**src/core/tsm_pkg.sv**
```systemverilog
package tsm_pkg;

    // Character layout: word mark, item mark, zone pair, numeric quad
    localparam int TSM_CHAR_W = 8;
    localparam int TSM_WM_BIT = 7;
    localparam int TSM_IM_BIT = 6;
    localparam int TSM_DATA_MSB = 5;

    // Bit groups selected by the low move code digit
    localparam logic [7:0] TSM_MASK_NONE = 8'h00;
    localparam logic [7:0] TSM_MASK_NUM = 8'h0F;
    localparam logic [7:0] TSM_MASK_ZONE = 8'h30;
    localparam logic [7:0] TSM_MASK_DATA_IM = 8'h7F;
    localparam logic [7:0] TSM_MASK_WM = 8'h80;
    localparam logic [7:0] TSM_MASK_NUM_WM = 8'h8F;
    localparam logic [7:0] TSM_MASK_ZONE_WM = 8'hB0;
    localparam logic [7:0] TSM_MASK_ALL = 8'hFF;

    // Source control characters that end a forward move
    localparam logic [5:0] TSM_CTRL_AT = 6'h3A;
    localparam logic [5:0] TSM_CTRL_SEMI = 6'h1A;

    // Reset values
    localparam logic [5:0] TSM_VARIANT_RST = 6'h00;

    // Table search relationship codes
    localparam logic [5:0] TSM_REL_LT = 6'h01;
    localparam logic [5:0] TSM_REL_EQ = 6'h02;
    localparam logic [5:0] TSM_REL_LE = 6'h03;
    localparam logic [5:0] TSM_REL_GT = 6'h04;
    localparam logic [5:0] TSM_REL_NE = 6'h05;
    localparam logic [5:0] TSM_REL_GE = 6'h06;

    // Stored-against-search comparison outcome
    typedef enum logic [1:0] {
        TSM_CMP_EQ = 2'b00,
        TSM_CMP_LT = 2'b01,
        TSM_CMP_GT = 2'b10
    } tsm_cmp_e;

    // Instruction forms: full, variant omitted, B omitted, A and B omitted
    typedef enum logic [1:0] {
        TSM_FMT_A = 2'b00,
        TSM_FMT_B = 2'b01,
        TSM_FMT_C = 2'b10,
        TSM_FMT_D = 2'b11
    } tsm_fmt_e;

    // Sequencer states
    typedef enum logic [3:0] {
        TSM_ST_IDLE = 4'b0000,
        TSM_ST_TS_RA = 4'b0001,
        TSM_ST_TS_RB = 4'b0010,
        TSM_ST_TS_EV = 4'b0011,
        TSM_ST_TS_SK = 4'b0100,
        TSM_ST_TS_SE = 4'b0101,
        TSM_ST_MV_RA = 4'b0110,
        TSM_ST_MV_RB = 4'b0111,
        TSM_ST_MV_EV = 4'b1000,
        TSM_ST_MV_WR = 4'b1001,
        TSM_ST_DONE = 4'b1010
    } tsm_state_e;

endpackage

```
**src/core/tsm_field_engine.sv**
```systemverilog
`timescale 1ns/1ps

// Summary of operation
// - Search table leftward; stop on match or short.
// - Relationship code selects search stop condition.
// - Short field leaves indicators at stored greater.
// - Short forms reuse the previously held variant.
// - Omitted addresses come from operand address registers.
// - A match leaves B at value, A past argument.
// - Low digit zero moves nothing, still steps.
// - Low digit selects copied bit groups.
// - High digit zero moves one character, decrements.
// - Digit one: forward, stop on either mark.
// - Digit two: backward, stop on source mark.
// - Digits three, five, seven stop on controls.
// - Digit four: backward, stop on destination mark.
// - Digit six: backward, stop on either mark.
// - Omitted destination uses B register contents.
// - Terminating character is handled like the rest.
module tsm_field_engine
    import tsm_pkg::*;
#(
    parameter int ADDR_W = 19 // Main memory address width
) (
    input wire logic sys_clk,
    input wire logic rst_n,
    // Instruction issue
    input wire logic start, // One-cycle request
    input wire logic op_move, // 0 table search, 1 move or scan
    input wire logic [1:0] fmt, // Instruction form
    input wire logic [5:0] cmd_variant, // Variant of a full form
    input wire logic [ADDR_W-1:0] cmd_a_addr, // A address field
    input wire logic [ADDR_W-1:0] cmd_b_addr, // B address field
    output logic busy, // Instruction in progress
    output logic done, // One-cycle completion pulse
    // Processor state seen by the rest of the processor
    output logic [ADDR_W-1:0] a_operand_address_reg,
    output logic [ADDR_W-1:0] b_operand_address_reg,
    output logic [5:0] variant_reg,
    output logic cmp_less, // Stored below search
    output logic cmp_equal, // Stored equal to search
    output logic cmp_greater, // Stored above search
    // Main memory, one character per cycle, read data one cycle later
    output logic mem_rd,
    output logic mem_wr,
    output logic [ADDR_W-1:0] mem_addr,
    output logic [TSM_CHAR_W-1:0] mem_wdata,
    input wire logic [TSM_CHAR_W-1:0] mem_rdata
);

    // Registered state; next values
    // come from the comb block below
    tsm_state_e state, next_state; // Sequencer
    logic [ADDR_W-1:0] a_ptr, next_a_ptr; // Working A position
    logic [ADDR_W-1:0] b_ptr, next_b_ptr; // Working B position
    logic [ADDR_W-1:0] a_start, next_a_start; // Rightmost search character
    logic [ADDR_W-1:0] a_reg, next_a_reg; // A operand address register
    logic [ADDR_W-1:0] b_reg, next_b_reg; // B operand address register
    logic [5:0] var_q, next_var_q; // Variant register
    logic [5:0] code, next_code; // Variant in force for this instruction
    logic [7:0] a_char, next_a_char; // Latched source or search character
    logic [7:0] wbuf, next_wbuf; // Merged character awaiting write
    logic mv_stop, next_mv_stop; // Last character of the move
    logic [1:0] rel, next_rel; // Running comparison of current field
    logic [2:0] ind, next_ind; // Indicators: greater, equal, less

    // Combinational helpers
    logic [1:0] ev_rel; // Comparison including the character in hand
    logic rel_hit; // Finished argument meets the relationship
    logic [7:0] mv_merged; // Move unit result
    logic mv_end; // Move unit end condition
    logic mv_up; // Move runs left to right
    logic mv_writes; // Move transfers bits

    // Relationship check on the comparison as it stands after this character
    tsm_relation u_relation (
        .code(code),
        .rel(ev_rel),
        .hit(rel_hit)
    );

    // Bit merge and end sensing for moves
    tsm_move_unit u_move (
        .code(code),
        .src_char(a_char),
        .dst_char(mem_rdata),
        .merged(mv_merged),
        .stop(mv_end),
        .ascend(mv_up),
        .writes(mv_writes)
    );

    // Leftmost difference decides, so a later (more leftward) mismatch overrides
    always_comb begin
        if (mem_rdata[TSM_DATA_MSB:0] < a_char[TSM_DATA_MSB:0]) begin
            ev_rel = TSM_CMP_LT;
        end else if (mem_rdata[TSM_DATA_MSB:0] > a_char[TSM_DATA_MSB:0]) begin
            ev_rel = TSM_CMP_GT;
        end else begin
            ev_rel = rel;
        end
    end

    // Memory strobes; at most one access per cycle
    always_comb begin
        mem_rd = (state == TSM_ST_TS_RA) || (state == TSM_ST_TS_RB) || (state == TSM_ST_TS_SK)
            || (state == TSM_ST_MV_RA) || (state == TSM_ST_MV_RB);
        mem_wr = (state == TSM_ST_MV_WR) && mv_writes;
        if ((state == TSM_ST_TS_RA) || (state == TSM_ST_MV_RA)) begin
            mem_addr = a_ptr;
        end else begin
            mem_addr = b_ptr;
        end
    end

    // Outputs straight from registers
    assign mem_wdata = wbuf;
    assign busy = (state != TSM_ST_IDLE);
    assign done = (state == TSM_ST_DONE);
    assign a_operand_address_reg = a_reg;
    assign b_operand_address_reg = b_reg;
    assign variant_reg = var_q;
    assign cmp_greater = ind[2];
    assign cmp_equal = ind[1];
    assign cmp_less = ind[0];

    // Next-state and datapath computation
    always_comb begin
        // Hold everything unless a
        // state below says otherwise
        next_state = state;
        next_a_ptr = a_ptr;
        next_b_ptr = b_ptr;
        next_a_start = a_start;
        next_a_reg = a_reg;
        next_b_reg = b_reg;
        next_var_q = var_q;
        next_code = code;
        next_a_char = a_char;
        next_wbuf = wbuf;
        next_mv_stop = mv_stop;
        next_rel = rel;
        next_ind = ind;
        case (state)
            TSM_ST_IDLE: begin
                // Wait for a request
                if (start) begin
                    // Full form loads the variant, short forms reuse it
                    if (fmt == TSM_FMT_A) begin
                        next_var_q = cmd_variant;
                        next_code = cmd_variant;
                    end else begin
                        next_code = var_q;
                    end
                    // Omitted addresses come from the address registers
                    next_a_ptr = (fmt == TSM_FMT_D) ? a_reg : cmd_a_addr;
                    next_b_ptr = ((fmt == TSM_FMT_C) || (fmt == TSM_FMT_D)) ? b_reg : cmd_b_addr;
                    next_a_start = next_a_ptr;
                    next_rel = TSM_CMP_EQ;
                    next_state = op_move ? TSM_ST_MV_RA : TSM_ST_TS_RA;
                end
            end

            // Table search: read search character, then table character
            TSM_ST_TS_RA: begin
                // Search char due next edge
                next_state = TSM_ST_TS_RB;
            end
            TSM_ST_TS_RB: begin
                // Search char on the bus
                next_a_char = mem_rdata;
                next_state = TSM_ST_TS_EV;
            end

            TSM_ST_TS_EV: begin
                // Table char on the bus
                next_rel = ev_rel;
                next_a_ptr = a_ptr - 1'b1;
                next_b_ptr = b_ptr - 1'b1;
                if (mem_rdata[TSM_WM_BIT] && !a_char[TSM_WM_BIT]) begin
                    // Table field ended before the argument: short field
                    next_ind = 3'b100;
                    next_a_reg = a_ptr - 1'b1;
                    next_b_reg = b_ptr - 1'b1;
                    next_state = TSM_ST_DONE;
                end else if (a_char[TSM_WM_BIT]) begin
                    // Whole argument compared; relies on equal-length arguments
                    if (rel_hit) begin
                        next_ind = {ev_rel == TSM_CMP_GT, ev_rel == TSM_CMP_EQ, ev_rel == TSM_CMP_LT};
                        next_a_reg = a_ptr - 1'b1;
                        next_b_reg = b_ptr - 1'b1;
                        next_state = TSM_ST_DONE;
                    end else begin
                        next_a_ptr = a_start;
                        next_rel = TSM_CMP_EQ;
                        // Field without value goes straight to the next one
                        next_state = mem_rdata[TSM_WM_BIT] ? TSM_ST_TS_RA : TSM_ST_TS_SK;
                    end
                end else begin
                    next_state = TSM_ST_TS_RA;
                end
            end

            // Skip the value part of a rejected field up to its word mark
            TSM_ST_TS_SK: begin
                next_state = TSM_ST_TS_SE;
            end

            TSM_ST_TS_SE: begin
                // Value char on the bus
                next_b_ptr = b_ptr - 1'b1;
                next_state = mem_rdata[TSM_WM_BIT] ? TSM_ST_TS_RA : TSM_ST_TS_SK;
            end

            // Move or scan: read source, read destination, merge, write
            TSM_ST_MV_RA: begin
                // Source char due next edge
                next_state = TSM_ST_MV_RB;
            end

            TSM_ST_MV_RB: begin
                // Source char on the bus
                next_a_char = mem_rdata;
                next_state = TSM_ST_MV_EV;
            end

            TSM_ST_MV_EV: begin
                // Terminating character is merged like any other
                next_wbuf = mv_merged;
                next_mv_stop = mv_end;
                next_state = TSM_ST_MV_WR;
            end

            TSM_ST_MV_WR: begin
                // Pointers step even when no bits move
                if (mv_up) begin
                    next_a_ptr = a_ptr + 1'b1;
                    next_b_ptr = b_ptr + 1'b1;
                end else begin
                    next_a_ptr = a_ptr - 1'b1;
                    next_b_ptr = b_ptr - 1'b1;
                end
                if (mv_stop) begin
                    next_a_reg = next_a_ptr;
                    next_b_reg = next_b_ptr;
                    next_state = TSM_ST_DONE;
                end else begin
                    next_state = TSM_ST_MV_RA;
                end
            end

            TSM_ST_DONE: begin
                // Completion pulse, then idle
                next_state = TSM_ST_IDLE;
            end

            default: begin
                // Unused codes recover to idle
                next_state = TSM_ST_IDLE;
            end
        endcase
    end

    // Reset clears every register
    // State registers; constants only under reset
    always_ff @(posedge sys_clk or negedge rst_n) begin
        if (!rst_n) begin
            state <= TSM_ST_IDLE;
            a_ptr <= '0;
            b_ptr <= '0;
            a_start <= '0;
            a_reg <= '0;
            b_reg <= '0;
            var_q <= TSM_VARIANT_RST;
            code <= TSM_VARIANT_RST;
            a_char <= 8'h00;
            wbuf <= 8'h00;
            mv_stop <= 1'b0;
            rel <= TSM_CMP_EQ;
            ind <= 3'b000;
        end else begin
            state <= next_state;
            a_ptr <= next_a_ptr;
            b_ptr <= next_b_ptr;
            a_start <= next_a_start;
            a_reg <= next_a_reg;
            b_reg <= next_b_reg;
            var_q <= next_var_q;
            code <= next_code;
            a_char <= next_a_char;
            wbuf <= next_wbuf;
            mv_stop <= next_mv_stop;
            rel <= next_rel;
            ind <= next_ind;
        end
    end

endmodule

```
**src/core/tsm_relation.sv**
```systemverilog
`timescale 1ns/1ps

// Decides whether a finished table argument meets the requested relationship
module tsm_relation
    import tsm_pkg::*;
(
    input wire logic [5:0] code,
    input wire logic [1:0] rel,
    output logic hit
);

    // Relationship decode; unknown codes never stop the search
    always_comb begin
        case (code)
            TSM_REL_LT: hit = (rel == TSM_CMP_LT);
            TSM_REL_EQ: hit = (rel == TSM_CMP_EQ);
            TSM_REL_LE: hit = (rel != TSM_CMP_GT);
            TSM_REL_GT: hit = (rel == TSM_CMP_GT);
            TSM_REL_NE: hit = (rel != TSM_CMP_EQ);
            TSM_REL_GE: hit = (rel != TSM_CMP_LT);
            default: hit = 1'b0;
        endcase
    end

endmodule

```
**src/core/tsm_move_unit.sv**
```systemverilog
`timescale 1ns/1ps

// Merges one source character into one destination character and decides the end
module tsm_move_unit
    import tsm_pkg::*;
(
    input wire logic [5:0] code,
    input wire logic [7:0] src_char,
    input wire logic [7:0] dst_char,
    output logic [7:0] merged,
    output logic stop,
    output logic ascend,
    output logic writes
);

    logic [7:0] mask; // Bits taken from the source
    logic src_wm; // Source word mark
    logic dst_wm; // Destination word mark
    logic src_at; // Source holds the 72 octal control
    logic src_semi; // Source holds 32 octal with word mark

    assign src_wm = src_char[TSM_WM_BIT];
    assign dst_wm = dst_char[TSM_WM_BIT];
    assign src_at = (src_char[TSM_DATA_MSB:0] == TSM_CTRL_AT);
    assign src_semi = (src_char[TSM_DATA_MSB:0] == TSM_CTRL_SEMI) && src_wm;

    // Bit group selection by the low digit
    always_comb begin
        case (code[2:0])
            3'h1: mask = TSM_MASK_NUM;
            3'h2: mask = TSM_MASK_ZONE;
            3'h3: mask = TSM_MASK_DATA_IM;
            3'h4: mask = TSM_MASK_WM;
            3'h5: mask = TSM_MASK_NUM_WM;
            3'h6: mask = TSM_MASK_ZONE_WM;
            3'h7: mask = TSM_MASK_ALL;
            default: mask = TSM_MASK_NONE;
        endcase
        merged = (dst_char & ~mask) | (src_char & mask);
        writes = (code[2:0] != 3'h0);
    end

    // Direction and end condition by the high digit
    always_comb begin
        case (code[5:3])
            3'h0: begin
                stop = 1'b1;
                ascend = 1'b0;
            end
            3'h1: begin
                stop = src_wm || dst_wm;
                ascend = 1'b1;
            end
            3'h2: begin
                stop = src_wm;
                ascend = 1'b0;
            end
            3'h3: begin
                stop = src_at;
                ascend = 1'b1;
            end
            3'h4: begin
                stop = dst_wm;
                ascend = 1'b0;
            end
            3'h5: begin
                stop = src_semi;
                ascend = 1'b1;
            end
            3'h6: begin
                stop = src_wm || dst_wm;
                ascend = 1'b0;
            end
            default: begin
                stop = src_at || src_semi;
                ascend = 1'b1;
            end
        endcase
    end

endmodule

```
**config.mk**
```make
export PLATFORM = sky130hd
export DESIGN_NAME = tsm_field_engine
export DESIGN_NICKNAME = d
export VERILOG_FILES = /design/src/core/tsm_pkg.sv /design/src/core/tsm_field_engine.sv /design/src/core/tsm_relation.sv /design/src/core/tsm_move_unit.sv
export SDC_FILE = /design/constraint.sdc
export NUM_CORES = 1
export LEC_CHECK = 0
export BUFFER_PORTS_ARGS = -buffer_cell sky130_fd_sc_hd__buf_2
export CAP_MARGIN = 10
export CORE_MARGIN = 1.5
export CORE_UTILIZATION = 50
export DETAILED_ROUTE_END_ITERATION = 6
export PLACE_DENSITY_LB_ADDON = 0.05
export SLEW_MARGIN = 20
export SYNTH_ARGS = -nofsm -noshare
export SYNTH_HDL_FRONTEND = slang
export SYNTH_SLANG_ARGS = --single-unit
```
**constraint.sdc**
```tcl
create_clock -name sys_clk -period 2.5 [get_ports sys_clk]
set_input_delay 0.25 -clock sys_clk [delete_from_list [all_inputs] [get_ports sys_clk]]
set_output_delay 0.25 -clock sys_clk [all_outputs]
set_load 0.02 [all_outputs]
```
==> summary.md <==
* 49 — number of core rows
* 0 — aggregate global routing overflow
* 0 ps — summed negative setup slack over all endpoints
* 19530 um^2 — DIE AREA
* 17 — Num CTS Buffers
* 0.3109 — global-route usage over all layers
* 0 — antenna violations before repair
* 2 — hold path depth
* dfrtp_1 (34%), mux2i_1 (6.3%), mux2_2 (5.4%) — top area cells in the synthesized netlist
* 139.8 um — vertical die dimension
* 53.96 ps — worst hold margin
* 1099 — synthesized netlist cell count
* 5.367 nW — total leakage power
* 0 — # setup viols final
* 136 — ports placed on the boundary
* 2810 ps — data required time at the worst endpoint
* 7.800 ps — Layout Skew
* 2800 ps — arrival time of the worst setup path
* 8690 — vias in the first global route
* 0.145 — proportion of power drawn by the clock network
* 3 — number of buffer and inverter instances along the worst setup path
* 0.6799 mV — Peak supply drop
* 9.539 mW — Internal
* 0.3398 — sequential cell area fraction in the yosys report
* dfrtp_1 — largest area contributor in the netlist
* 14050 um — wire length on met1
* 12.68 ps — post-route setup slack
* 0.3398 — fraction of post-synthesis cell area in the top cell type by area
* 0 — antenna diode instance count
* clkbuf_16 — CTS Root Buffer Type
* buf_2 (128), buf_4 (123), dfrtp_1 (121), nand2_1 (109), nor2_1 (83) — most frequent cells in the layout
* 0.01338 — Post-Synth Adder-Cell Area
* 0 — number of antenna-violating nets in the routed design
* 1354 — nets@finish
* 0.5153 — initial core utilization
* 0.9949 — final worst path period share
* 21520 um — Detail Placement HPWL
* 1457 nW/um^2 — power density over cell area
* 0.1869 — synthesized-area fraction occupied by ao, oa, aoi and oai cells
* 9351 um^2 — cell area after synthesis
* 2487 ps — final critical delay including setup and external delays
* 14160 um — met2 WL post-DR
* 1.000 — Async S/R FF share, synth
* 9338 — via count
* design-rule violations — violations in the final reports
* 2 — clk buf depth
* 8 — highest net fanout along the worst path
* 6.127 — via/cell ratio
* 0.627 — Logic pwr share
* 0.9590 — gpl congestion
* 0.1406 — post-synthesis mux area share
* 430 ps — clock latency reported for the late side of the worst-skew pair
* 20.43 um — routed wirelength normalized by instance count
* 8.509 um^2 — syn_area_per_cell
* 402.0 MHz — highest attainable clock frequency
* 10 — CP Depth
* buf_2 — most common cell after layout, fill and taps aside
* complete, but fails checks — outcome
* 18150 um^2 — core outline area
* 47730 um — wire length of the first global-routing pass
* 10 — path depth of the worst reg2reg path
* 31140 um — drt total wl
* 0.4593 — switching fraction of total power
* 73 — number of library cell types mapped by synthesis
* 0.3282 — share of layout cells above drive strength 1
* 7 — count of TritonRoute iterations in the first routing pass
* 54 — largest net degree at the start of global routing
* 0.228 — sequential share of power
* 0 — Post-synth EDFFs
* -36.90 ps — Placement Setup Slack
* reg2reg — type of the worst setup path
* yes — RSZ-0062 raised after global routing
* 29.49% — signed area change from the synthesized netlist to the final layout
* 7 — remaining design rule violation count
* 2124 um — wire length on met3
* flip-flop — kind of start point of the critical path
* 127 — CTS sink cnt
* 60 ps — Clock transition at path regs
* 127 — number of storage elements in the synthesis netlist
* 1541 — layout filler cell count
* met4 — highest routing layer actually used
* flip-flop — Critical Path End Type
* compound AO/OA/AOI/OAI gates — largest delay contributor family on the critical path
* 0 — max capacitance violation total
* simple AND/OR/NAND/NOR gates — combinational family with the most area after synthesis
* 0 — Max Transition Viols Final
* 0 — Warnings, synthesis
* done — TritonCTS clock tree
* 135 — Port Buffer Count
* dfrtp_1 — critical path's slowest cell
* in2reg — kind of path behind the tightest hold check
* 942 — initial DRC count
* 0.06275 — post-synthesis share of cell area spent on xor and xnor gates
* 139.8 um — Horiz. Die Dim
* inv_2, ha_4, and3b_2, o21a_1, o211ai_1, o211a_1, o21ai_4, buf_6, clkbuf_16, mux2_1 — crit path cell chain
* 688.4 ps — Least-Margin Pin Slew
* 17.64 mW — total power draw
* 1167 — Post-Syn Nets
* dfrtp_1 — most instantiated flip-flop cell in the synthesis netlist
* 0.5406 — Max-Slew Margin vs Limit
* 380 ps — slowest stage delay, CP
* 8.103 mW — Switch Pwr
* 0.6673 — utilization after layout
* 0 — final hold violations
* 0.1971 — basic-gate share of the synthesized area counting and, or, nand and nor cells
* 4 — H-Tree Level Count
==> timing repair <==
item | in CTS | in global routing
pin swaps | 0 | 10
hold buffers | 1 | 0
cloned | 0 | 4
resized for setup | 6 | 70
setup buffers | 6 | 10
endpoints found under the setup margin | 46 | 71
hold endpoints to repair | 48 | 0
==> final cells by class <==
type / count / area, um^2 / share of cell area
Clock inverter: 7 / 112.6 / 0.009299
Tap cell: 229 / 286.5 / 0.02366
Timing Repair Buffer: 271 / 1913 / 0.1580
Inverter: 29 / 108.9 / 0.008989
Clock buffer: 21 / 470.5 / 0.03885
Sequential cell: 127 / 3186 / 0.2631
Multi-Input combinational cell: 840 / 6032 / 0.4981
==> metal layers <==
metal,GRT usage,vias to the layer above
met5,0,-
met4,0.1030,0
met3,0.04301,70
met2,0.4918,403
met1,0.4393,4495
li1,-,4370
==> worst paths after layout <==
check / start / end / slack [ps]
max in group asynchronous: rst_n / a_ptr[18] / 1470
min: cmd_variant[2] / code[2] / 50
max reg2reg: a_char[1] / a_operand_address_reg[17] / 10
max: a_char[1] / a_operand_address_reg[17] / 10
min reg2reg: a_start[0] / a_start[0] / 470
min in group asynchronous: rst_n / mem_wdata[1] / 370
==> power by group through the flow <==
stage,clock network [mW],registers (mW),logic [mW]
after global placement,0,4.02,9.80
after global routing,2.66,4.16,11.9
after CTS,2.58,3.98,10.1
after detailed placement,0,4.04,9.90
final,2.57,4.02,11.1
after floorplan,0,4.19,6.35
==> metrics by stage <==
step | cell area, um^2 | std cells
after global placement | 10960 | 1475
after detailed placement | 10960 | 1475
after CTS | 11610 | 1510
final | 12110 | 1524
after floorplan | 9455 | 1099
after global routing | 12110 | 1524
==> cells in the mapped netlist (18+ instances only) <==
cell	number
mux2_2	45
mux2_1	18
xor2_1	29
o21ai_0	65
nand3_1	41
o22ai_1	19
clkbuf_1	76
nor2_1	86
nor4_1	18
nand4_1	21
mux2i_1	59
a21oi_1	63
xnor2_1	38
a31oi_1	22
inv_1	29
nand2_1	110
dfrtp_1	127
==> worst register-to-register path: stages (launching register included) <==
cell and delay (ps):
dfrtp_1 380, inv_2 80, ha_4 210, and3b_2 230
o21a_1 210, o211ai_1 260, o211a_1 270, o21ai_4 70
buf_6 170, clkbuf_16 170, mux2_1 310
==> logic make-up after synthesis <==
family,after synthesis
compound gates,271
xor+xnor,67
fa+ha+maj,10
buf+inv,132
flops,127
mux,123
simple gates,369
Power figures use the tool's default switching activity.
